<file path="config.mk">
export PLATFORM = sky130hd
export DESIGN_NAME = sdcmd_decoder
export DESIGN_NICKNAME = d
export VERILOG_FILES = /design/src/rtl/sdcmd_pkg.sv /design/src/rtl/sdcmd_decoder.sv
export VERILOG_INCLUDE_DIRS = /design/src /design/src/rtl
export SDC_FILE = /design/constraint.sdc
export NUM_CORES = 1
export LEC_CHECK = 0
export ABC_AREA = 0
export BUFFER_PORTS_ARGS = -buffer_cell sky130_fd_sc_hd__buf_2
export CORE_ASPECT_RATIO = 1.1
export CORE_MARGIN = 2
export CORE_UTILIZATION = 41
export CTS_BUF_LIST = sky130_fd_sc_hd__clkbuf_8
export CTS_CLUSTER_DIAMETER = 120
export DETAILED_ROUTE_END_ITERATION = 7
export PLACE_DENSITY_LB_ADDON = 0.15
export SYNTH_ARGS = -nofsm -noshare
export SYNTH_HDL_FRONTEND = slang
export SYNTH_SLANG_ARGS = --single-unit
</file>
<file path="constraint.sdc">
create_clock -name MCLK -period 3.2 [get_ports MCLK]
set_input_delay 0.64 -clock MCLK [delete_from_list [all_inputs] [get_ports MCLK]]
set_output_delay 0.64 -clock MCLK [all_outputs]
set_load 0.05 [all_outputs]
</file>
<file path="src/rtl/sdcmd_defs.svh">
// constants of the command and clock-enable decoder
`ifndef SDCMD_DEFS_SVH
`define SDCMD_DEFS_SVH
`define SDCMD_NBANK 16
`define SDCMD_BL8_BEATS 4'h4
`define SDCMD_BC4_BEATS 4'h2
`define SDCMD_REF_BUSY 8'h10
`define SDCMD_ZQL_BUSY 8'h40
`define SDCMD_ZQS_BUSY 8'h10
`define SDCMD_PRE_BUSY 8'h04
`endif

</file>
<file path="src/rtl/sdcmd_pkg.sv">
// types of the command and clock-enable decoder
package sdcmd_pkg;
    typedef enum logic [3:0] {
        SDCMD_C_NONE = 4'h0, SDCMD_C_DES = 4'h1, SDCMD_C_NOP = 4'h2, SDCMD_C_MRS = 4'h3,
        SDCMD_C_REF = 4'h4, SDCMD_C_PRE = 4'h5, SDCMD_C_PREA = 4'h6, SDCMD_C_ACT = 4'h7,
        SDCMD_C_WR = 4'h8, SDCMD_C_RD = 4'h9, SDCMD_C_ZQL = 4'ha, SDCMD_C_ZQS = 4'hb,
        SDCMD_C_RFU = 4'hc
    } sdcmd_cmd_e;
    typedef enum logic [2:0] {
        SDCMD_S_IDLE = 3'b000, SDCMD_S_ACTIVE = 3'b001, SDCMD_S_APD = 3'b011,
        SDCMD_S_PPD = 3'b010, SDCMD_S_SREF = 3'b110
    } sdcmd_state_e;
    typedef struct packed {
        logic cs_n;
        logic act_n;
        logic ras_n;
        logic cas_n;
        logic we_n;
        logic [1:0] bg;
        logic [1:0] ba;
        logic a12;
        logic a10;
    } sdcmd_pins_s;
    typedef struct packed {
        sdcmd_cmd_e cmd;
        logic auto_pre;
        logic chop4;
        logic long_zq;
        logic [3:0] bank;
        logic [14:13] row_hi;
    } sdcmd_dec_s;
endpackage

</file>
<file path="src/rtl/sdcmd_decoder.sv">
// command decoder and clock-enable state logic of the memory device
`timescale 1ns/1ns
`include "sdcmd_defs.svh"
module sdcmd_decoder #(
    parameter int NBANK = `SDCMD_NBANK
) (
    input wire logic MCLK,
    input wire logic RST_N,
    input wire logic CKE,
    input wire sdcmd_pkg::sdcmd_pins_s PINS,
    input wire logic A16,
    input wire logic A15,
    input wire logic A14,
    input wire logic [13:13] A13,
    input wire logic ODT,
    input wire logic MR_OTF,
    input wire logic MR_BC4,
    output sdcmd_pkg::sdcmd_dec_s DEC,
    output logic DEC_VALID,
    output sdcmd_pkg::sdcmd_state_e STATE,
    output logic [1:0] MR_SEL_BG,
    output logic [1:0] MR_SEL_BA,
    output logic BURST_BUSY,
    output logic BURST_WRITE,
    output logic REFRESH_BUSY,
    output logic ZQ_BUSY,
    output logic ODT_EN,
    output logic IDLE,
    output logic [NBANK-1:0] BANK_OPEN
);
    // pin synchronisers: first stage read only by second
    sdcmd_pkg::sdcmd_pins_s pins_m, pins_s;
    logic cke_m, cke_s, a16_m, a16_s, a15_m, a15_s, a14_m, a14_s, a13_m, a13_s;
    logic odt_m, odt_s, otf_m, otf_s, bc4_m, bc4_s;
    logic cke_prev_q;
    sdcmd_pkg::sdcmd_state_e state_q, state_d;
    logic [NBANK-1:0] open_q;
    logic [3:0] beats_q;
    logic burst_wr_q, burst_ap_q;
    logic [3:0] burst_bank_q;
    logic [7:0] ref_cnt_q, zq_cnt_q, pre_cnt_q;
    sdcmd_pkg::sdcmd_dec_s dec_d, dec_q;
    logic dec_valid_q;
    logic [1:0] mr_bg_q, mr_ba_q;
    logic odt_en_q, idle_q, burst_busy_q, ref_busy_q, zq_busy_q;
    logic selected, busy_now, all_closed;
    logic [3:0] bank_sel;

    always_ff @(posedge MCLK or negedge RST_N) begin
        if (!RST_N) begin
            pins_m <= '1;
            pins_s <= '1;
            {cke_m, cke_s, a16_m, a16_s, a15_m, a15_s, a14_m, a14_s} <= 8'h00;
            {a13_m, a13_s, odt_m, odt_s, otf_m, otf_s, bc4_m, bc4_s, cke_prev_q} <= 9'h000;
        end else begin
            pins_m <= PINS;
            pins_s <= pins_m;
            {cke_m, a16_m, a15_m, a14_m, a13_m} <= {CKE, A16, A15, A14, A13};
            {cke_s, a16_s, a15_s, a14_s, a13_s} <= {cke_m, a16_m, a15_m, a14_m, a13_m};
            {odt_m, otf_m, bc4_m} <= {ODT, MR_OTF, MR_BC4};
            {odt_s, otf_s, bc4_s, cke_prev_q} <= {odt_m, otf_m, bc4_m, cke_s};
        end
    end

    assign selected = !pins_s.cs_n;
    assign bank_sel = {pins_s.bg, pins_s.ba};
    assign all_closed = (open_q == '0);
    assign busy_now = (beats_q != 4'h0);

    // command decode
    always_comb begin
        dec_d = '0;
        dec_d.cmd = sdcmd_pkg::SDCMD_C_DES;
        dec_d.bank = bank_sel;
        if (selected) begin
            if (!pins_s.act_n) begin
                dec_d.cmd = sdcmd_pkg::SDCMD_C_ACT;
                dec_d.row_hi = {a15_s, a14_s};
            end else begin
                unique case ({pins_s.ras_n, pins_s.cas_n, pins_s.we_n})
                    3'b000: dec_d.cmd = sdcmd_pkg::SDCMD_C_MRS;
                    3'b001: dec_d.cmd = sdcmd_pkg::SDCMD_C_REF;
                    3'b010: dec_d.cmd = pins_s.a10 ? sdcmd_pkg::SDCMD_C_PREA
                                                   : sdcmd_pkg::SDCMD_C_PRE;
                    3'b011: dec_d.cmd = sdcmd_pkg::SDCMD_C_RFU;
                    3'b100: dec_d.cmd = sdcmd_pkg::SDCMD_C_WR;
                    3'b101: dec_d.cmd = sdcmd_pkg::SDCMD_C_RD;
                    3'b110: begin
                        dec_d.cmd = pins_s.a10 ? sdcmd_pkg::SDCMD_C_ZQL
                                               : sdcmd_pkg::SDCMD_C_ZQS;
                        dec_d.long_zq = pins_s.a10;
                    end
                    3'b111: dec_d.cmd = sdcmd_pkg::SDCMD_C_NOP;
                endcase
                dec_d.auto_pre = pins_s.a10 && (dec_d.cmd == sdcmd_pkg::SDCMD_C_WR
                                 || dec_d.cmd == sdcmd_pkg::SDCMD_C_RD);
                dec_d.chop4 = otf_s ? !pins_s.a12 : bc4_s;
            end
        end
        if (!cke_prev_q || (state_q != sdcmd_pkg::SDCMD_S_IDLE
                            && state_q != sdcmd_pkg::SDCMD_S_ACTIVE)) begin
            dec_d.cmd = sdcmd_pkg::SDCMD_C_NONE;
        end
    end

    // cke state machine
    always_comb begin
        state_d = state_q;
        unique case (state_q)
            sdcmd_pkg::SDCMD_S_IDLE, sdcmd_pkg::SDCMD_S_ACTIVE: begin
                if (cke_prev_q && !cke_s) begin
                    if (!selected) begin
                        state_d = (all_closed && !busy_now) ? sdcmd_pkg::SDCMD_S_PPD
                                                            : sdcmd_pkg::SDCMD_S_APD;
                    end else if (dec_d.cmd == sdcmd_pkg::SDCMD_C_REF && all_closed) begin
                        state_d = sdcmd_pkg::SDCMD_S_SREF;
                    end
                end else begin
                    state_d = all_closed ? sdcmd_pkg::SDCMD_S_IDLE : sdcmd_pkg::SDCMD_S_ACTIVE;
                end
            end
            sdcmd_pkg::SDCMD_S_APD, sdcmd_pkg::SDCMD_S_PPD, sdcmd_pkg::SDCMD_S_SREF: begin
                if (!cke_prev_q && cke_s && !selected) begin
                    state_d = all_closed ? sdcmd_pkg::SDCMD_S_IDLE : sdcmd_pkg::SDCMD_S_ACTIVE;
                end
            end
            default: state_d = sdcmd_pkg::SDCMD_S_IDLE;
        endcase
    end

    always_ff @(posedge MCLK or negedge RST_N) begin
        if (!RST_N) begin
            state_q <= sdcmd_pkg::SDCMD_S_IDLE;
        end else begin
            state_q <= state_d;
        end
    end

    always_ff @(posedge MCLK or negedge RST_N) begin
        if (!RST_N) begin
            dec_q <= '0;
            dec_valid_q <= 1'b0;
            mr_bg_q <= 2'h0;
            mr_ba_q <= 2'h0;
        end else begin
            dec_q <= dec_d;
            dec_valid_q <= dec_d.cmd != sdcmd_pkg::SDCMD_C_NONE
                           && dec_d.cmd != sdcmd_pkg::SDCMD_C_DES;
            if (dec_d.cmd == sdcmd_pkg::SDCMD_C_MRS) begin
                mr_bg_q <= pins_s.bg;
                mr_ba_q <= pins_s.ba;
            end
        end
    end

    // bank open tracking, auto-precharge closes at burst end
    always_ff @(posedge MCLK or negedge RST_N) begin
        if (!RST_N) begin
            open_q <= '0;
        end else begin
            if (busy_now && beats_q == 4'h1 && burst_ap_q) begin
                open_q[burst_bank_q] <= 1'b0;
            end
            unique case (dec_d.cmd)
                sdcmd_pkg::SDCMD_C_ACT: open_q[bank_sel] <= 1'b1;
                sdcmd_pkg::SDCMD_C_PRE: open_q[bank_sel] <= 1'b0;
                sdcmd_pkg::SDCMD_C_PREA: open_q <= '0;
                default: ;
            endcase
        end
    end

    // burst engine: new read/write ignored until running burst finishes
    always_ff @(posedge MCLK or negedge RST_N) begin
        if (!RST_N) begin
            beats_q <= 4'h0;
            burst_wr_q <= 1'b0;
            burst_ap_q <= 1'b0;
            burst_bank_q <= 4'h0;
            burst_busy_q <= 1'b0;
        end else if (!busy_now && (dec_d.cmd == sdcmd_pkg::SDCMD_C_WR
                                   || dec_d.cmd == sdcmd_pkg::SDCMD_C_RD)) begin
            beats_q <= dec_d.chop4 ? `SDCMD_BC4_BEATS : `SDCMD_BL8_BEATS;
            burst_wr_q <= dec_d.cmd == sdcmd_pkg::SDCMD_C_WR;
            burst_ap_q <= dec_d.auto_pre;
            burst_bank_q <= bank_sel;
            burst_busy_q <= 1'b1;
        end else if (busy_now) begin
            beats_q <= beats_q - 4'h1;
            burst_busy_q <= beats_q != 4'h1;
        end
    end

    // refresh, calibration and precharge timers
    always_ff @(posedge MCLK or negedge RST_N) begin
        if (!RST_N) begin
            ref_cnt_q <= 8'h00;
            zq_cnt_q <= 8'h00;
            pre_cnt_q <= 8'h00;
            ref_busy_q <= 1'b0;
            zq_busy_q <= 1'b0;
        end else begin
            if (state_q == sdcmd_pkg::SDCMD_S_APD || state_q == sdcmd_pkg::SDCMD_S_PPD) begin
                ref_cnt_q <= 8'h00;
                ref_busy_q <= 1'b0;
            end else if (dec_d.cmd == sdcmd_pkg::SDCMD_C_REF && cke_s) begin
                ref_cnt_q <= `SDCMD_REF_BUSY;
                ref_busy_q <= 1'b1;
            end else if (ref_cnt_q != 8'h00) begin
                ref_cnt_q <= ref_cnt_q - 8'h01;
                ref_busy_q <= ref_cnt_q != 8'h01;
            end
            if (dec_d.cmd == sdcmd_pkg::SDCMD_C_ZQL || dec_d.cmd == sdcmd_pkg::SDCMD_C_ZQS) begin
                zq_cnt_q <= dec_d.long_zq ? `SDCMD_ZQL_BUSY : `SDCMD_ZQS_BUSY;
                zq_busy_q <= 1'b1;
            end else if (zq_cnt_q != 8'h00) begin
                zq_cnt_q <= zq_cnt_q - 8'h01;
                zq_busy_q <= zq_cnt_q != 8'h01;
            end
            if (dec_d.cmd == sdcmd_pkg::SDCMD_C_PRE || dec_d.cmd == sdcmd_pkg::SDCMD_C_PREA) begin
                pre_cnt_q <= `SDCMD_PRE_BUSY;
            end else if (pre_cnt_q != 8'h00) begin
                pre_cnt_q <= pre_cnt_q - 8'h01;
            end
        end
    end

    always_ff @(posedge MCLK or negedge RST_N) begin
        if (!RST_N) begin
            odt_en_q <= 1'b0;
            idle_q <= 1'b0;
        end else begin
            odt_en_q <= odt_s && state_d != sdcmd_pkg::SDCMD_S_SREF;
            idle_q <= state_d == sdcmd_pkg::SDCMD_S_IDLE && !busy_now && cke_s
                      && ref_cnt_q == 8'h00 && zq_cnt_q == 8'h00
                      && pre_cnt_q == 8'h00 && dec_d.cmd <= sdcmd_pkg::SDCMD_C_DES;
        end
    end

    assign DEC = dec_q;
    assign DEC_VALID = dec_valid_q;
    assign STATE = state_q;
    assign MR_SEL_BG = mr_bg_q;
    assign MR_SEL_BA = mr_ba_q;
    assign BURST_BUSY = burst_busy_q;
    assign BURST_WRITE = burst_wr_q;
    assign REFRESH_BUSY = ref_busy_q;
    assign ZQ_BUSY = zq_busy_q;
    assign ODT_EN = odt_en_q;
    assign IDLE = idle_q;
    assign BANK_OPEN = open_q;
endmodule

</file>
==> impl_results.rst <==
.. list-table::
   :header-rows: 1

   * - Metric
     - Value
   * - Run status
     - completed
   * - Post-route ant nets
     - 0
   * - Unique masters post-synth
     - 62
   * - Register-to-register setup slack
     - 0.97 ns
   * - Endpoint class of the critical path
     - flop
   * - Power, Total
     - 4.11 mW
   * - Largest net degree at the start of global routing
     - 112
   * - Most used flip-flop cell after synthesis
     - dfrtp_1
   * - Number of nets produced by synthesis
     - 473
   * - Compound-Gate Fraction of Synth Area
     - 14.2%
   * - Post-CTS Repair Setup Buffers
     - 0
   * - Total half-perimeter wirelength after legalization and detailed placement
     - 7220 um
   * - Setup repair after global routing missed its margin
     - no
   * - LEAKAGE
     - 2.41 nW
   * - Final hold slack
     - 0.314 ns
   * - First-pass GRT wire length
     - 17800 um
   * - Fraction of post-synthesis cell area in the top cell type by area
     - 45.3%
   * - Final Skew
     - 0.00878 ns
   * - Initial antenna violation count
     - 0
   * - Number of I/O pins
     - 64
   * - Synth warn
     - 0
   * - Placement-stage worst setup slack
     - 0.998 ns
   * - #FFs+latches synth
     - 111
   * - CTS tree
     - built
   * - Worst supply voltage drop on vdd
     - 0.352 mV
   * - Number of DRC markers after the initial detailed-route iteration
     - 208
   * - Placeable Area
     - 0.0116 mm^2
   * - Layout Area Growth over Synthesis
     - 12.5%
   * - Number of buffers between clock root and the deepest sink
     - 2
   * - Depth of the worst register-to-register path
     - 4
   * - Number of sinks on the clock net
     - 111
   * - Proportion of synthesized area in mux cells
     - 2.90%
   * - Clock latency on the worst-skew pair
     - 0.38 ns
   * - Synthesized-area fraction occupied by adder cells
     - 1.78%
   * - Antenna diode count
     - 0
   * - Min setup slack post-route
     - 0.969 ns
   * - CP Class
     - reg2reg
   * - Cell Count, Final, Fillers Out
     - 658
   * - Layout net count
     - 531
   * - R2R Path Start
     - pins_s[7]
   * - Slew at the pin closest to its max-slew limit
     - 0.838 ns
   * - Setup TNS
     - 0 ns
   * - Ys async rst share
     - 100%
   * - Number of max-slew violations in the final report
     - 0
   * - Largest area contributor in the netlist
     - dfrtp_1
   * - Crit path launch
     - pins_s[7]
   * - Hold-fix buffers at CTS
     - 0
   * - CP Launch Type
     - flop
   * - H-tree depth reported by CTS
     - 3
   * - CTS resizes
     - 0
   * - Crit path required time
     - 3.52 ns
   * - Number of hold violations in the final report
     - 0
   * - Sequential share of the synthesized area
     - 57.1%
   * - Vias
     - 3620
   * - Via count of the first global-routing pass
     - 3494
   * - Die Area
     - 0.0129 mm^2
   * - Most used standard cell by instance count after synthesis
     - dfrtp_1
   * - Number of placed instances, taps included
     - 642
   * - Overall die height
     - 119 um
   * - Number of enable flip-flop cells after synthesis
     - 0
   * - Root buffer cell
     - clkbuf_8
   * - Avg Vias per Cell
     - 5.50
   * - # DRC
     - 0
   * - Worst path arrival time
     - 2.55 ns
   * - Post-synth design cell area
     - 0.00491 mm^2
   * - Biggest fanout along the worst timing path
     - 13
   * - Tightest Hold Check Type
     - in2async
   * - Average cell area after synthesis
     - 11.0 um^2
   * - Final setup viols
     - 0
   * - Total CTS buffers
     - 9
   * - Initial cell density of the core
     - 42.4%
   * - End of the critical path
     - pre_cnt_q[2]
   * - Power density over cell area
     - 744 mW/mm^2
   * - Period minus WS final
     - 2.23 ns
   * - Reported max-cap violation count
     - 0
   * - Simple-Gate Fraction of Synth Area
     - 18.8%
   * - DRT Wirelength
     - 10700 um
   * - Synthesized instance count
     - 445
   * - Count of port buffers added during placement
     - 61
   * - Area contributors post-synth
     - dfrtp_1, dfstp_2, o21ai_0
   * - Global-route total usage across every layer
     - 17.7%
   * - Final global-route overflow total
     - 0
   * - Clock slew at reported path FFs
     - 0.10 ns
   * - Die width
     - 108 um
   * - Synthesized-area fraction occupied by xor and xnor cells
     - 2.49%
   * - Gp weighted congestion
     - 0.852
   * - Number of iterations in the first detailed-routing pass
     - 5
   * - Part of the cycle the worst path needs
     - 69.7%
   * - Capture instance of the worst register-to-register path
     - pre_cnt_q[2]
   * - Share of cells above drive strength 1
     - 24.8%
   * - Routed wirelength normalized by instance count
     - 16.3 um
   * - Main combinational cell family by area after synthesis
     - simple AND/OR/NAND/NOR gates
   * - Achievable frequency
     - 448 MHz
   * - Total number of placement rows
     - 41
   * - Relative slew slack
     - 44.2%
   * - Cell types with the highest counts after synthesis
     - dfrtp_1, nor2_1, o21ai_0, a21oi_1, dfstp_2
power by group:
part	total (mW)	switching [mW]	internal [mW]
clock network	0.768	0.484	0.285
registers	2.00	0.300	1.70
logic	1.35	0.833	0.514
cell type report:
cell class	count	area, um^2
Clock inverter	7	48.8
Sequential cell	111	2810
Multi-Input combinational cell	304	1970
Tap cell	150	188
Inverter	13	48.8
Timing Repair Buffer	64	343
Clock buffer	9	124
Fill cell	1096	6060
placed cells by master (no fill, tap or decap), types with 4 or more instances in the layout:
cell type,Yosys,layout
nor3b_1,5,5
buf_2,5,60
inv_1,13,13
o221ai_1,13,13
mux2_2,10,10
nor3_1,20,20
clkbuf_8,0,9
nand3b_1,5,5
or4_1,5,5
a21oi_1,24,24
ha_1,7,7
dfstp_2,22,22
nor2_1,38,38
nand2b_1,11,11
o21ai_1,9,9
a211oi_1,4,4
nand3_1,8,8
xor2_1,4,4
nand2_1,14,14
nor4_1,9,9
o21ai_0,34,34
dfrtp_1,89,89
o22ai_1,4,4
xnor2_1,10,10
nor2b_1,15,15
state kept, by name (all words and copies together) (netlist names), 2 cells and up:
register and flops:
STATE 3, bank_sel 4, pins_m 11, DEC 13, ref_cnt_q 8, BANK_OPEN 16
beats_q 4, zq_cnt_q 8, MR_SEL_BA 2, burst_bank_q 4, pre_cnt_q 8, pins_s 7
MR_SEL_BG 2
metal layers:
metal	vias up	GRT usage (%)	wire length, um
li1	1716	-	-
met1	1766	24.9	4870
met2	110	26.3	5010
met3	28	3.17	559
met4	0	8.33	269
met5	-	0	0
worst max-delay path, stage by stage (launching register included):
cell and delay (ns):
dfstp_2 0.66, a21bo_2 0.25, a221oi_1 0.71, and2b_1 0.41, a211o_1 0.14
worst min-delay path by stage:
stage,start,to,slack (ns),cells past startpoint
final,RST_N,ref_cnt_q[6],0.31,2
after floorplan,a14_m,a14_s,0.33,0
after detailed placement,a15_m,a15_s,0.34,0
after global routing,PINS[4],pins_m[4],0.32,1
after CTS,PINS[4],pins_m[4],0.33,1
after global placement,a15_m,a15_s,0.33,0
cell families after synthesis:
family	after synthesis
xor+xnor	14
fa+ha+maj	7
mux	13
compound gates	111
flops	111
buf+inv	30
simple gates	159
through the flow:
stage / utilization, % / instance area, um^2
after detailed placement: 46.2 / 5360
after floorplan: - / 4910
final: 47.7 / 5530
after global placement: 46.2 / 5360
after CTS: 47.7 / 5530
after global routing: 47.7 / 5530
No activity file was read; power rests on OpenSTA's default activity.
